===== src/pkg/apm_pkg.sv =====
package apm_pkg;
   localparam int SYS_CLK_HZ  = 25_000_000;
   localparam int CONV_CLK_HZ = 1_560_000;
   localparam int CONV_DIV    = (SYS_CLK_HZ + CONV_CLK_HZ / 2) / CONV_CLK_HZ;
   localparam int CONV_BITS   = 12;
   localparam int CONV_CYCLES = CONV_DIV * CONV_BITS;
   localparam logic [3:0]  ADDR_FIXED   = 4'h5;
   localparam logic [7:0]  CTRL_RST     = 8'h00;
   localparam logic [11:0] RESULT_RST   = 12'h000;
   localparam logic [2:0]  ADDR_CFG_RST = 3'h0;
   localparam int PD_LOW_BIT  = 0;
   localparam int PD_HIGH_BIT = 1;
   localparam int POL_BIT     = 2;
   localparam int RNG_BIT     = 3;
   localparam int CHAN_LSB    = 4;
   localparam logic [3:0] POL_BIT_CNT = 4'h5;
   localparam logic [3:0] BYTE_LAST   = 4'h7;
   localparam logic [3:0] ACK_CNT     = 4'h8;
   localparam logic [7:0] REG_CTRL     = 8'h00;
   localparam logic [7:0] REG_RESULT   = 8'h04;
   localparam logic [7:0] REG_STATUS   = 8'h08;
   localparam logic [7:0] REG_ADDR_CFG = 8'h0c;
   localparam logic [1:0] RESP_OKAY   = 2'h0;
   localparam logic [1:0] RESP_SLVERR = 2'h2;
   typedef enum logic [2:0] {
      PWR_NORMAL = 3'b001, PWR_STANDBY = 3'b010, PWR_FULL = 3'b100
   } apm_pwr_t;
   typedef enum logic [2:0] {
      CV_IDLE = 3'b001, CV_ACQ = 3'b010, CV_CONV = 3'b100
   } apm_cv_t;
   typedef enum logic [4:0] {
      LK_IDLE = 5'b00001, LK_ADDR = 5'b00010, LK_CTRL = 5'b00100,
      LK_TX = 5'b01000, LK_WAIT = 5'b10000
   } apm_lk_t;
endpackage


===== src/pkg/apm_link_if.sv =====
`timescale 1ns/1ps
interface apm_link_if;
   logic        wake;
   logic        acq_start;
   logic        stop_seen;
   logic        ctrl_valid;
   logic [7:0]  ctrl_byte;
   logic [11:0] result;
   logic [2:0]  addr_low;
   modport link (output wake, acq_start, stop_seen, ctrl_valid, ctrl_byte,
                 input result, addr_low);
   modport core (input wake, acq_start, stop_seen, ctrl_valid, ctrl_byte,
                 output result, addr_low);
endinterface


===== src/apm_link.sv =====
`timescale 1ns/1ps
module apm_link
   import apm_pkg::*;
(
   input  wire logic sys_clk_i,
   input  wire logic rst_b_i,
   input  wire logic scl_i,
   input  wire logic sda_i,
   output logic      sda_oe_n_o,
   apm_link_if.link  lnk
);
   logic       scl_m_q, scl_s_q, scl_p_q;
   logic       sda_m_q, sda_s_q, sda_p_q;
   apm_lk_t    lk_q;
   logic [3:0] cnt_q;
   logic [7:0] sh_q;
   logic [7:0] tx_q;
   logic       rw_q, second_q, oe_n_q;
   logic       wake_q, acq_q, stop_q, cval_q;
   logic [7:0] ctrl_q;

   wire scl_rise = scl_s_q & ~scl_p_q;
   wire scl_fall = ~scl_s_q & scl_p_q;
   wire start_w  = scl_s_q & scl_p_q & sda_p_q & ~sda_s_q;
   wire stop_w   = scl_s_q & scl_p_q & ~sda_p_q & sda_s_q;
   wire bit8_w   = scl_rise & (cnt_q == BYTE_LAST);
   wire bend_w   = scl_rise & (cnt_q == ACK_CNT);
   wire [7:0] byte_w = {sh_q[6:0], sda_s_q};
   wire match_w  = byte_w[7:1] == {ADDR_FIXED, lnk.addr_low};
   wire [2:0] bit_sel_w = 3'(BYTE_LAST - cnt_q);

   always_ff @(posedge sys_clk_i or negedge rst_b_i) begin
      if (!rst_b_i) begin
         {scl_m_q, scl_s_q, scl_p_q} <= 3'h7;
         {sda_m_q, sda_s_q, sda_p_q} <= 3'h7;
      end else begin
         {scl_m_q, scl_s_q, scl_p_q} <= {scl_i, scl_m_q, scl_s_q};
         {sda_m_q, sda_s_q, sda_p_q} <= {sda_i, sda_m_q, sda_s_q};
      end
   end

   // Runs on the system clock whatever the power state
   always_ff @(posedge sys_clk_i or negedge rst_b_i) begin
      if (!rst_b_i) begin
         lk_q     <= LK_IDLE;
         cnt_q    <= 4'h0;
         sh_q     <= 8'h00;
         tx_q     <= 8'h00;
         rw_q     <= 1'b0;
         second_q <= 1'b0;
         oe_n_q   <= 1'b1;
      end else if (start_w) begin
         lk_q   <= LK_ADDR;
         cnt_q  <= 4'h0;
         oe_n_q <= 1'b1;
      end else if (stop_w) begin
         lk_q   <= LK_IDLE;
         cnt_q  <= 4'h0;
         oe_n_q <= 1'b1;
      end else begin
         if (scl_rise) begin
            sh_q  <= byte_w;
            cnt_q <= bend_w ? 4'h0 : cnt_q + 4'h1;
         end
         case (lk_q)
            LK_ADDR: begin
               if (bit8_w) begin
                  rw_q <= sda_s_q;
                  if (!match_w) lk_q <= LK_WAIT;
               end
               if (bend_w) begin
                  lk_q     <= rw_q ? LK_TX : LK_CTRL;
                  tx_q     <= lnk.result[11:4];
                  second_q <= 1'b0;
               end
               if (scl_fall) oe_n_q <= cnt_q != ACK_CNT;
            end
            LK_CTRL: begin
               if (bend_w) lk_q <= LK_WAIT;
               if (scl_fall) oe_n_q <= cnt_q != ACK_CNT;
            end
            LK_TX: begin
               // Master acknowledge is ignored; exactly two bytes go out
               if (bend_w) begin
                  tx_q     <= {lnk.result[3:0], 4'h0};
                  second_q <= 1'b1;
                  if (second_q) lk_q <= LK_WAIT;
               end
               if (scl_fall) begin
                  oe_n_q <= (cnt_q == ACK_CNT) | tx_q[bit_sel_w];
               end
            end
            default: begin
               if (scl_fall) oe_n_q <= 1'b1;
            end
         endcase
      end
   end

   always_ff @(posedge sys_clk_i or negedge rst_b_i) begin
      if (!rst_b_i) begin
         {wake_q, acq_q, stop_q, cval_q} <= 4'h0;
         ctrl_q <= 8'h00;
      end else begin
         wake_q <= bend_w & (lk_q == LK_ADDR) & ~rw_q;
         acq_q  <= scl_rise & (lk_q == LK_CTRL) & (cnt_q == POL_BIT_CNT);
         stop_q <= stop_w;
         cval_q <= bit8_w & (lk_q == LK_CTRL);
         if (bit8_w & (lk_q == LK_CTRL)) ctrl_q <= byte_w;
      end
   end

   assign sda_oe_n_o     = oe_n_q;
   assign lnk.wake       = wake_q;
   assign lnk.acq_start  = acq_q;
   assign lnk.stop_seen  = stop_q;
   assign lnk.ctrl_valid = cval_q;
   assign lnk.ctrl_byte  = ctrl_q;

   a_idle_release: assert property (@(posedge sys_clk_i) disable iff (!rst_b_i)
      (lk_q == LK_IDLE) |-> oe_n_q)
      else $error("data line driven while idle");
endmodule // apm_link


===== src/apm_top.sv =====
`timescale 1ns/1ps
// Behaviour
// - Wakes in normal mode, idle, awaiting a start and own address.
// - Control byte and conversion result are zero after reset.
// - Two software low-power modes besides hardware shutdown: standby and full.
// - Power state follows the two power-down bits of the control byte.
// - Software power-down applies only after the running conversion ends.
// - Serial slave and result readback keep working in every power-down mode.
// - Wake needs a start plus matching address with write direction.
// - Powered operation resumes on the bit after the address byte.
// - Shutdown pin low forces full power-down at once, aborting conversion.
// - Standby keeps bandgap and reference buffer on.
// - Full power-down keeps only the bandgap on.
// - Standby chosen every byte powers down after each conversion, no restart delay.
// - Unipolar results are straight binary, full scale over 4096 steps.
// - Bipolar results are two's complement, twice full scale over 4096 steps.
// - High power-down bit 0 is normal; 10 standby; 11 full power-down.
// - Acquire from polarity bit latch until stop, then convert at once.
// - Conversion is timed by a 1.56MHz conversion clock, not the bus clock.
// - Reads send result bits 11..4, then 3..0 and four zeros.
module apm_top
   import apm_pkg::*;
#(
   parameter int ADDR_W = 8
) (
   input  wire logic              sys_clk_i,
   input  wire logic              rst_b_i,
   input  wire logic              scl_i,
   input  wire logic              sda_i,
   output logic                   sda_o_o,
   output logic                   sda_oe_n_o,
   input  wire logic              hw_shutdown_n_i,
   input  wire logic [11:0]       raw_code_i,
   output logic                   bandgap_en_o,
   output logic                   refbuf_en_o,
   output logic                   core_en_o,
   output logic                   acq_o,
   output logic                   conv_busy_o,
   output logic [2:0]             chan_sel_o,
   output logic                   range_select_o,
   output logic                   polarity_select_o,
   input  wire logic              s_axi_awvalid,
   output logic                   s_axi_awready,
   input  wire logic [ADDR_W-1:0] s_axi_awaddr,
   input  wire logic              s_axi_wvalid,
   output logic                   s_axi_wready,
   input  wire logic [31:0]       s_axi_wdata,
   input  wire logic [3:0]        s_axi_wstrb,
   output logic                   s_axi_bvalid,
   input  wire logic              s_axi_bready,
   output logic [1:0]             s_axi_bresp,
   input  wire logic              s_axi_arvalid,
   output logic                   s_axi_arready,
   input  wire logic [ADDR_W-1:0] s_axi_araddr,
   output logic                   s_axi_rvalid,
   input  wire logic              s_axi_rready,
   output logic [31:0]            s_axi_rdata,
   output logic [1:0]             s_axi_rresp
);
   localparam int conv_len_c = CONV_CYCLES;

   apm_link_if lnk ();

   apm_link u_link (
      .sys_clk_i  (sys_clk_i),
      .rst_b_i    (rst_b_i),
      .scl_i      (scl_i),
      .sda_i      (sda_i),
      .sda_oe_n_o (sda_oe_n_o),
      .lnk        (lnk.link)
   );

   function automatic logic off_known(input logic [7:0] a);
      return (a == REG_CTRL) || (a == REG_RESULT) ||
             (a == REG_STATUS) || (a == REG_ADDR_CFG);
   endfunction

   function automatic logic [11:0] fmt_code(input logic [11:0] raw,
                                             input logic polarity_select);
      // Core code is offset binary; bipolar flips the sign bit
      return polarity_select ? {~raw[11], raw[10:0]} : raw;
   endfunction

   logic        sd_m_q, sd_s_q, hw_q;
   logic [7:0]  ctrl_q;
   logic [11:0] result_q;
   logic [2:0]  addr_cfg_q;
   apm_pwr_t    pwr_q, pwr_d;
   apm_cv_t     cv_q;
   logic [7:0]  cnt_q;

   // Shutdown pin is asynchronous to this clock
   always_ff @(posedge sys_clk_i or negedge rst_b_i) begin
      if (!rst_b_i) begin
         sd_m_q <= 1'b1;
         sd_s_q <= 1'b1;
         hw_q   <= 1'b0;
      end else begin
         sd_m_q <= hw_shutdown_n_i;
         sd_s_q <= sd_m_q;
         hw_q   <= ~sd_s_q;
      end
   end

   wire pd_high_w = ctrl_q[PD_HIGH_BIT];
   wire pd_low_w  = ctrl_q[PD_LOW_BIT];
   wire cv_last_w = cnt_q == 8'(CONV_CYCLES - 1);
   wire done_w    = (cv_q == CV_CONV) & cv_last_w & sd_s_q;

   always_ff @(posedge sys_clk_i or negedge rst_b_i) begin
      if (!rst_b_i) begin
         ctrl_q <= CTRL_RST;
      end else if (lnk.ctrl_valid) begin
         ctrl_q <= lnk.ctrl_byte;
      end
   end

   // Conversion sequencer
   always_ff @(posedge sys_clk_i or negedge rst_b_i) begin
      if (!rst_b_i) begin
         cv_q  <= CV_IDLE;
         cnt_q <= 8'h00;
      end else if (!sd_s_q) begin
         cv_q  <= CV_IDLE;
         cnt_q <= 8'h00;
      end else begin
         case (cv_q)
            CV_IDLE: begin
               if (lnk.acq_start) cv_q <= CV_ACQ;
            end
            CV_ACQ: begin
               if (lnk.stop_seen) begin
                  cv_q  <= CV_CONV;
                  cnt_q <= 8'h00;
               end
            end
            CV_CONV: begin
               // One count per system clock; CONV_DIV counts make one conversion-clock period
               cnt_q <= cnt_q + 8'h01;
               if (cv_last_w) cv_q <= CV_IDLE;
            end
            default: cv_q <= CV_IDLE;
         endcase
      end
   end

   always_ff @(posedge sys_clk_i or negedge rst_b_i) begin
      if (!rst_b_i) begin
         result_q <= RESULT_RST;
      end else if (done_w) begin
         result_q <= fmt_code(raw_code_i, ctrl_q[POL_BIT]);
      end
   end

   // Power state; a conversion start also forces power on
   always_comb begin
      pwr_d = pwr_q;
      if (!sd_s_q) begin
         pwr_d = PWR_FULL;
      end else if (lnk.wake | lnk.acq_start) begin
         pwr_d = PWR_NORMAL;
      end else if (done_w & pd_high_w) begin
         pwr_d = pd_low_w ? PWR_FULL : PWR_STANDBY;
      end else if (hw_q) begin
         pwr_d = PWR_NORMAL;
      end
   end

   always_ff @(posedge sys_clk_i or negedge rst_b_i) begin
      if (!rst_b_i) begin
         pwr_q <= PWR_NORMAL;
      end else begin
         pwr_q <= pwr_d;
      end
   end

   // Bandgap never switches off; only the pin-level supply removes it
   assign bandgap_en_o      = 1'b1;
   assign refbuf_en_o       = pwr_q != PWR_FULL;
   assign core_en_o         = pwr_q == PWR_NORMAL;
   assign acq_o             = cv_q == CV_ACQ;
   assign conv_busy_o       = cv_q == CV_CONV;
   assign chan_sel_o        = ctrl_q[CHAN_LSB +: 3];
   assign range_select_o    = ctrl_q[RNG_BIT];
   assign polarity_select_o = ctrl_q[POL_BIT];
   assign sda_o_o           = 1'b0;
   assign lnk.result        = result_q;
   assign lnk.addr_low      = addr_cfg_q;

   // Register slave
   logic [7:0]  aw_q;
   logic        aw_ok_q, w_ok_q, bvalid_q, rvalid_q;
   logic [31:0] wdata_q, rdata_q;
   logic [3:0]  wstrb_q;
   logic [1:0]  bresp_q, rresp_q;

   wire aw_hs_w  = s_axi_awvalid & s_axi_awready;
   wire w_hs_w   = s_axi_wvalid & s_axi_wready;
   wire ar_hs_w  = s_axi_arvalid & s_axi_arready;
   wire do_wr_w  = aw_ok_q & w_ok_q & ~bvalid_q;
   wire [7:0] ar_off_w = s_axi_araddr[7:0];
   wire [31:0] status_w = {26'h0, hw_q, ~sd_s_q, cv_q == CV_CONV,
                           pwr_q};
   wire [31:0] rd_mux_w =
      (ar_off_w == REG_CTRL)     ? {24'h0, ctrl_q} :
      (ar_off_w == REG_RESULT)   ? {20'h0, result_q} :
      (ar_off_w == REG_STATUS)   ? status_w :
      (ar_off_w == REG_ADDR_CFG) ? {29'h0, addr_cfg_q} : 32'h0;

   assign s_axi_awready = ~aw_ok_q & ~bvalid_q;
   assign s_axi_wready  = ~w_ok_q & ~bvalid_q;
   assign s_axi_arready = ~rvalid_q;

   always_ff @(posedge sys_clk_i or negedge rst_b_i) begin
      if (!rst_b_i) begin
         aw_q    <= 8'h00;
         aw_ok_q <= 1'b0;
         w_ok_q  <= 1'b0;
         wdata_q <= 32'h0;
         wstrb_q <= 4'h0;
      end else begin
         if (aw_hs_w) begin
            aw_q    <= s_axi_awaddr[7:0];
            aw_ok_q <= 1'b1;
         end else if (do_wr_w) begin
            aw_ok_q <= 1'b0;
         end
         if (w_hs_w) begin
            wdata_q <= s_axi_wdata;
            wstrb_q <= s_axi_wstrb;
            w_ok_q  <= 1'b1;
         end else if (do_wr_w) begin
            w_ok_q <= 1'b0;
         end
      end
   end

   always_ff @(posedge sys_clk_i or negedge rst_b_i) begin
      if (!rst_b_i) begin
         bvalid_q   <= 1'b0;
         bresp_q    <= RESP_OKAY;
         addr_cfg_q <= ADDR_CFG_RST;
      end else if (do_wr_w) begin
         bvalid_q <= 1'b1;
         bresp_q  <= off_known(aw_q) ? RESP_OKAY : RESP_SLVERR;
         if ((aw_q == REG_ADDR_CFG) && wstrb_q[0]) addr_cfg_q <= wdata_q[2:0];
      end else if (s_axi_bready) begin
         bvalid_q <= 1'b0;
      end
   end

   always_ff @(posedge sys_clk_i or negedge rst_b_i) begin
      if (!rst_b_i) begin
         rvalid_q <= 1'b0;
         rdata_q  <= 32'h0;
         rresp_q  <= RESP_OKAY;
      end else if (ar_hs_w) begin
         rvalid_q <= 1'b1;
         rdata_q  <= rd_mux_w;
         rresp_q  <= off_known(ar_off_w) ? RESP_OKAY : RESP_SLVERR;
      end else if (s_axi_rready) begin
         rvalid_q <= 1'b0;
      end
   end

   assign s_axi_bvalid = bvalid_q;
   assign s_axi_bresp  = bresp_q;
   assign s_axi_rvalid = rvalid_q;
   assign s_axi_rdata  = rdata_q;
   assign s_axi_rresp  = rresp_q;

   a_hw_shutdown_n_forces_full: assert property (@(posedge sys_clk_i) disable iff (!rst_b_i)
      !sd_s_q |=> (pwr_q == PWR_FULL) && (cv_q == CV_IDLE))
      else $error("shutdown did not force full power-down");

   a_hw_shutdown_n_no_start: assert property (@(posedge sys_clk_i) disable iff (!rst_b_i)
      (!sd_s_q ##1 !sd_s_q) |-> (cv_q == CV_IDLE) && (pwr_q == PWR_FULL))
      else $error("activity while shutdown held");

   a_standby_refs: assert property (@(posedge sys_clk_i) disable iff (!rst_b_i)
      (pwr_q == PWR_STANDBY) |-> refbuf_en_o && bandgap_en_o && !core_en_o)
      else $error("standby reference state wrong");

   a_full_refs: assert property (@(posedge sys_clk_i) disable iff (!rst_b_i)
      (pwr_q == PWR_FULL) |-> !refbuf_en_o && bandgap_en_o)
      else $error("full power-down reference state wrong");

   a_pd_after_conv: assert property (@(posedge sys_clk_i) disable iff (!rst_b_i)
      (cv_q != CV_IDLE) && sd_s_q && !hw_q |-> pwr_q == PWR_NORMAL)
      else $error("powered down during conversion");

   a_pd_decode: assert property (@(posedge sys_clk_i) disable iff (!rst_b_i)
      done_w && !lnk.wake && !lnk.acq_start |=>
         pwr_q == (!$past(pd_high_w) ? $past(pwr_q) :
                   $past(pd_low_w) ? PWR_FULL : PWR_STANDBY))
      else $error("power-down field decoded wrongly");

   a_conv_length: assert property (@(posedge sys_clk_i) disable iff (!rst_b_i)
      (cv_q == CV_ACQ) && lnk.stop_seen && sd_s_q |->
         ##[conv_len_c:conv_len_c] (done_w || !sd_s_q || hw_q))
      else $error("conversion length wrong");

   a_stop_converts: assert property (@(posedge sys_clk_i) disable iff (!rst_b_i)
      (cv_q == CV_ACQ) && lnk.stop_seen && sd_s_q |=> cv_q == CV_CONV)
      else $error("stop did not start conversion");

   a_wake_write: assert property (@(posedge sys_clk_i) disable iff (!rst_b_i)
      lnk.wake && sd_s_q |=> pwr_q == PWR_NORMAL)
      else $error("addressed write did not wake");

   a_result_code: assert property (@(posedge sys_clk_i) disable iff (!rst_b_i)
      done_w |=> result_q == ($past(ctrl_q[POL_BIT]) ?
                  {~$past(raw_code_i[11]), $past(raw_code_i[10:0])} :
                  $past(raw_code_i)))
      else $error("result coding wrong");
endmodule // apm_top


===== config.mk =====
export PLATFORM = sky130hd
export DESIGN_NAME = apm_top
export DESIGN_NICKNAME = d
export VERILOG_FILES = /design/src/pkg/apm_pkg.sv /design/src/pkg/apm_link_if.sv /design/src/apm_link.sv /design/src/apm_top.sv
export SDC_FILE = /design/constraint.sdc
export NUM_CORES = 1
export LEC_CHECK = 0
export BUFFER_PORTS_ARGS = -buffer_cell sky130_fd_sc_hd__buf_4
export CORE_MARGIN = 5
export CORE_UTILIZATION = 36
export DETAILED_ROUTE_END_ITERATION = 7
export GPL_TIMING_DRIVEN = 0
export PLACE_DENSITY = 0.55
export SETUP_SLACK_MARGIN = 0.02
export SLEW_MARGIN = 20
export SYNTH_ARGS = -nofsm -noshare
export SYNTH_HDL_FRONTEND = slang
export SYNTH_SLANG_ARGS = --single-unit
export TNS_END_PERCENT = 50

===== constraint.sdc =====
create_clock -name sys_clk_i -period 2.3 [get_ports sys_clk_i]
set_input_delay 0.115 -clock sys_clk_i [delete_from_list [all_inputs] [get_ports sys_clk_i]]
set_output_delay 0.115 -clock sys_clk_i [all_outputs]
set_load 0.1 [all_outputs]

After elaboration in Yosys (flattened, before gate mapping)
Cells that the tools add are included.

word-level totals
  register bits = 137
  bits of input ports = 74
  output and inout port bits = 53
  word-level logic and storage cells = 192

operators by class
  $add $sub $neg = 3
  order comparisons = 1
  equality and inequality tests = 32
  mux-type cells = 55
  bitwise operators = 39
  reductions and logical operators = 25

operators with widths
  cell                 count
  $mux 5               8
  $mux 12              3
  $eq 8x4->1 const B   4
  $mux 8               4
  $pmux 8 s2           2
  $mux 3               10
  $and 1x1->1          24
  $mux 4               5
  $eq 8x3->1 const B   2
  $logic_not 8->1      2
  $ne 4x1->1 const B   4
  $mux 1               15
  $pmux 5 s3           1
  $not 1->1            13
  $reduce_bool 2->1    5
  $ne 3x2->1 const B   3
  $pmux 3 s3           1
  $add 8x1->8 const B  1
  $eq 4x3->1 const B   2
  $eq 8x8->1 const B   1
  $eq 7x6->1           1
  $eq 3x1->1 const B   2
  $logic_or 1x1->1     6
  $mux 6               1
  other kinds (27)     35

Depth between registers and ports, before layout
  word-level depth = 8
  depth in mapped cells = 8
  gate-level depth less buffers = 7

Modules after synthesis
Synthesis repeated with hierarchy kept, for this count alone.

unflattened totals
  cells, all modules = 479
  area, all modules = 5462.7 um2

by module, submodules not included
  module    instances  cells each  area each (um2)  sequential area each (um2)
  apm_top   1          283         3388.2           1756.7
  apm_link  1          196         2074.5           1136.1

Least setup slack after synthesis
Ideal clock, no wire load.

  path type = flip-flop to flip-flop
  from = reg cv_q[2]
  to = reg cnt_q[3]
  arrival = 3.501 ns
  required time = 2.167 ns
  setup slack = -1.333 ns
  cell stages (with the launch flop) = 5
  clock period less this slack = 3.633 ns
  cell sequence = dfrtp_1 -> nor3b_1 -> a211oi_1 -> o21ai_0 -> o31ai_1

between the ends
  longest elaborated chain between the ends = 3
  elaborated cells on any way between the ends = 7
  classes of those cells = eq/ne (4); mux (2); reduce/logical (1)

ends and longest elaborated chain
  element                                            RTL line        text
  from (decl)                                        apm_top.sv:89   apm_cv_t cv_q;
  from (signal assigned)                             apm_top.sv:121  cv_q <= CV_IDLE;
  from (signal assigned)                             apm_top.sv:124  cv_q <= CV_IDLE;
  from (signal assigned)                             apm_top.sv:129  if (lnk.acq_start) cv_q <= CV_ACQ;
  $eq 3x3->1 (*)                                     --
  net conv_busy_o                                    apm_top.sv:38   output logic conv_busy_o,
  $pmux 8 s2 / $ne 3x3->1 (equally long branches)    --
  $mux 8 / $reduce_and 2->1 (equally long branches)  --
  to (signal assigned)                               apm_top.sv:139  cnt_q <= cnt_q + 8'h01;
  to (decl)                                          apm_top.sv:90   logic [7:0] cnt_q;

The timed path passes the listed nets; every way through them passes the cells marked *.
A chain may end at the register's enable or synchronous reset.

Final worst setup path
  from = reg sd_s_q
  to = reg result_q[6], in the netlist lnk.result[6]

between the ends
  longest elaborated chain between the ends = 1

ends and longest elaborated chain
  element                 RTL line        text
  from (decl)             apm_top.sv:84   logic sd_m_q, sd_s_q, hw_q;
  from (signal assigned)  apm_top.sv:100  sd_s_q <= sd_m_q;
  $and 1x1->1             apm_top.sv:108  wire done_w = (cv_q == CV_CONV) & cv_last_w & sd_s_q;
  to (signal assigned)    apm_top.sv:151  result_q <= fmt_code(raw_code_i, ctrl_q[POL_BIT]);
  to (decl)               apm_top.sv:86   logic [11:0] result_q;

Every way passes these cells.

==> results.md <==
Power and ir drop:
- The proportion of total power due to net switching is 0.300.
- The clock share of power is 0.414.
- The leakage power is 3.33 nW.
- Dividing total power by cell area gives a power density of 916 nW/um^2.
- The internal portion of the total power is 4.50 mW.
- The post-route total power is 6.42 mW.
- Summed over all nets, the switching power comes to 1.93 mW.
- IR analysis of the VDD net gives a maximum drop of 543 uV.
- Of the total power, combinational logic draws 0.199.
- The power share of the sequential group is 0.387.

GRT:
- The maximum number of pins on one net before global-route repair is 72.
- The total overflow reported by the global router is 0.
- In the global route stage, overall resource usage came out at 0.149.
- The initial antenna violation count is 0.
- The global-route wire length before repair is 19500 um.
- The via count of the first global-routing pass is 3821.

Timing:
- The shortest period the worst path allows is 2.21 ns.
- The final hold violation count was 0.
- Setup repair after global routing could not meet its margin everywhere.
- The setup slack of the critical path after layout is 0.0865 ns.
- The final count of pins violating max slew came to 0.
- The relative slew slack is 0.413.
- Setup violations remaining at the end of the flow were counted as 0.
- For the pin with the worst max-slew slack, the measured transition is 0.875 ns.
- In the finished design, the share of the clock period the worst path needs comes to 0.962.
- The clock tree skew after final layout is 0.00879 ns.
- For this run, the top clock speed supported by timing is 0.452 GHz.

Placement:
- At the end of routability-driven placement, the weighted congestion stood at 0.779.
- After detailed placement, the total cell area comes to 6090 um^2.
- Once placement completed, the tool counted placed cells totaling 737.
- Before CTS, the worst setup slack after placement is -0.0520 ns.
- The number of I/O port buffers is 68.
- Detailed placement finished with a half-perimeter wire length of 8620 um.

Logic synthesis:
- The number of standard cells after synthesis is 462.
- The sequential-to-total area share from yosys stat is 0.556.
- The synthesis-stage register bit count is 115.
- The number of enable flip-flop cells after synthesis is 0.
- For this run, the number of Yosys warnings is 0.
- Of all flip-flops after synthesis, the portion carrying an async set or reset was 1.00.
- The synthesized netlist occupies a cell area of 5200 um^2.
- In the post-synthesis netlist, the biggest area contributors are dfrtp_1, mux2_2, dfstp_2.
- In the synthesized netlist the dominant register cell turns out to be dfrtp_1.
- The cell taking the most area after synthesis is dfrtp_1.
- Ranked by instance count, the synthesized netlist is headed by dfrtp_1, nand2_1, mux2_2, nor2_1, buf_4.
- The per-instance average area after synthesis is 11.3 um^2.
- Yosys instantiated no cell more often than dfrtp_1.
- The netlist uses 50 different library cells.
- The proportion of netlist area held by the largest area contributor is 0.496.

Clocking:
- For this design, the sink count on the clock tree is 115.
- The tree is rooted in a clkbuf_16.
- TritonCTS built the clock tree.
- The number of buffers created by CTS is 17.
- The clock latency on the worst-skew pair is 0.42 ns.
- The H-tree depth is 4.
- Counting along the longest clock path gives a buffer depth of 2.
- The clock slew seen by the registers of the worst setup and hold paths is 0.05 ns.
- The total setup buffers inserted after CTS is 0.

Critical path:
- The critical path data arrival time is 2.51 ns.
- The biggest fanout along the worst timing path is 10.
- The maximum cell stage delay along the critical path is 0.59 ns.
- The endpoint kind of the worst setup timing path is a register.
- STA puts the critical path data required time at 2.60 ns.
- The worst setup path is launched from a register.
- The critical path start-end classification is reg2reg.
- The signal on the critical path passes through nand4bb_1 -> nor4_4 -> buf_2 -> mux2_2.
- The slowest stage cell on the critical path is dfstp_2.

Cells and area:
- The proportion of layout cells with a drive suffix above 1 is 0.338.
- The final design utilization is 0.488.
- The summed area of non-filler cells in the final layout is 7020 um^2.
- Relative to the synthesized area, the layout overhead comes to 34.9%.
- The number of diodes added for antenna fixing is 0.
- The number of nets in the layout is 680.
- The number of standard cells in the layout, taps in and fillers out is 799.

Die:
- From left edge to right edge, the die measures 130 um.
- In this run the count of I/O pins placed on the die edge is 127.
- The number of placement rows is 44.
- The die outline height is 130 um.
- The die covers 17000 um^2.
- The area of the core is 14400 um^2.
- The initial core utilization is 0.362.

Drt:
- The final wirelength is 12000 um.
- The remaining routing DRC violations is 0.
- The final route contains 3779 vias.
- The routed length per placed instance is 15.1 um.
- The number of optimization iterations in the first detailed-route pass is 4.
- After the first detailed-routing iteration, the DRC count stood at 205.
- The remaining antenna violation count is 0.
- After detailed routing, the number of vias per cell comes to 4.73.

Min path:
- The worst hold path belongs to the class in2reg.

Run:
- Across the run, the number of max-cap violations was 0.

Outcome:
- The flow ran to the end, and the final reports show no timing, DRC or antenna violations.
[cells in the final DEF, fill, tap and decap left out, types with 4 or more instances in the layout]
cell / instances
a211oi_1: 4
a21oi_1: 12
a22o_1: 5
a31oi_1: 5
buf_4: 94
clkbuf_1: 10
clkbuf_16: 17
clkbuf_8: 6
clkinvlp_4: 4
conb_1: 24
dfrtp_1: 101
dfstp_2: 12
dlygate4sd3_1: 30
ha_1: 4
inv_1: 16
mux2_2: 45
mux2i_1: 6
mux4_2: 5
nand2_1: 60
nand2b_1: 7
nand3_1: 11
nand4_1: 5
nor2_1: 31
nor2b_1: 6
nor3_1: 5
o21ai_0: 25
or3_1: 5
xnor2_1: 5
[metal layers]
metal  global-route usage  share of wire
met1                0.201           0.44
met2                0.233           0.49
met3               0.0360          0.056
met4               0.0605          0.013
met5                    0              0
[through the flow]
stage | setup TNS, ns | hold slack [ns]
6_report | 0 | 0.0612
5_1_grt | 0 | 0.112
4_1_cts | 0 | 0.0523
3_5_place_dp | -0.339 | 0.0748
3_3_place_gp | -0.185 | 0.225
2_1_floorplan | 0 | -0.181
[final timing paths]
| path | from | to | slack, ns | cells after the start |
|---|---|---|---|---|
| worst max register to register | sd_s_q | lnk.result[6] | 0.09 | 4 |
| max in group asynchronous | rst_b_i | u_link.sda_oe_n_o | 1.38 | 3 |
| min in group asynchronous | rst_b_i | s_axi_rdata[6] | 0.19 | 2 |
| worst min-delay path | s_axi_wvalid | w_ok_q | 0.06 | 3 |
| worst min register to register | u_link.scl_m_q | u_link.scl_s_q | 0.35 | 0 |
| worst max-delay path | sd_s_q | lnk.result[6] | 0.09 | 4 |
[logic make-up after synthesis]
| family | share of synthesized area |
|---|---|
| xor+xnor | 0.0135 |
| other cells | 0.00144 |
| flops | 0.556 |
| mux | 0.136 |
| simple gates | 0.145 |
| fa+ha+maj | 0.00962 |
| buf+inv | 0.0606 |
| compound gates | 0.0772 |
[power groups by stage]
stage          logic, mW  clock network, mW  registers [mW]
3_3_place_gp        1.21                  0            2.51
4_1_cts             1.28               2.72            2.49
6_report            1.28               2.66            2.49
2_1_floorplan      0.864                  0            2.58
5_1_grt             1.38               2.81            2.52
3_5_place_dp        1.24                  0            2.52
[what timing repair did]
item / 4_1_cts / 5_1_grt
hold buffers: 30 / 0
endpoints found under the setup margin: 7 / 17
gates resized for setup: 1 / 2
endpoints found under the hold margin: 73 / 0
pin swaps: 0 / 0
[state kept, by name (all words and copies together), names as in the netlist, 4 cells and up]
register	cells
lnk.result	12
u_link.cnt_q	4
u_link.tx_q	8
aw_q	8
cnt_q	8
u_link.lk_q	5
s_axi_rdata	12
u_link.lnk.ctrl_byte	8
u_link.sh_q	7
ctrl_q	8
[cell type report]
class | count | area [um^2]
clock buffer | 24 | 512
fill | 1328 | 7350
buffer | 39 | 251
inverter | 17 | 67.6
clock inverter | 8 | 97.6
tap | 184 | 230
multi-input combinational | 313 | 2120
sequential | 115 | 2900
timing repair buffer | 99 | 842
[critical path, delay by kind of cell (launching register included)]
kind	cells	cell delay [ns]
DFF	1	0.59
buffers and inverters	1	0.35
muxes	1	0.37
and+or+nand+nor	2	0.79
Note: power is estimated with default switching activity, not from simulation.
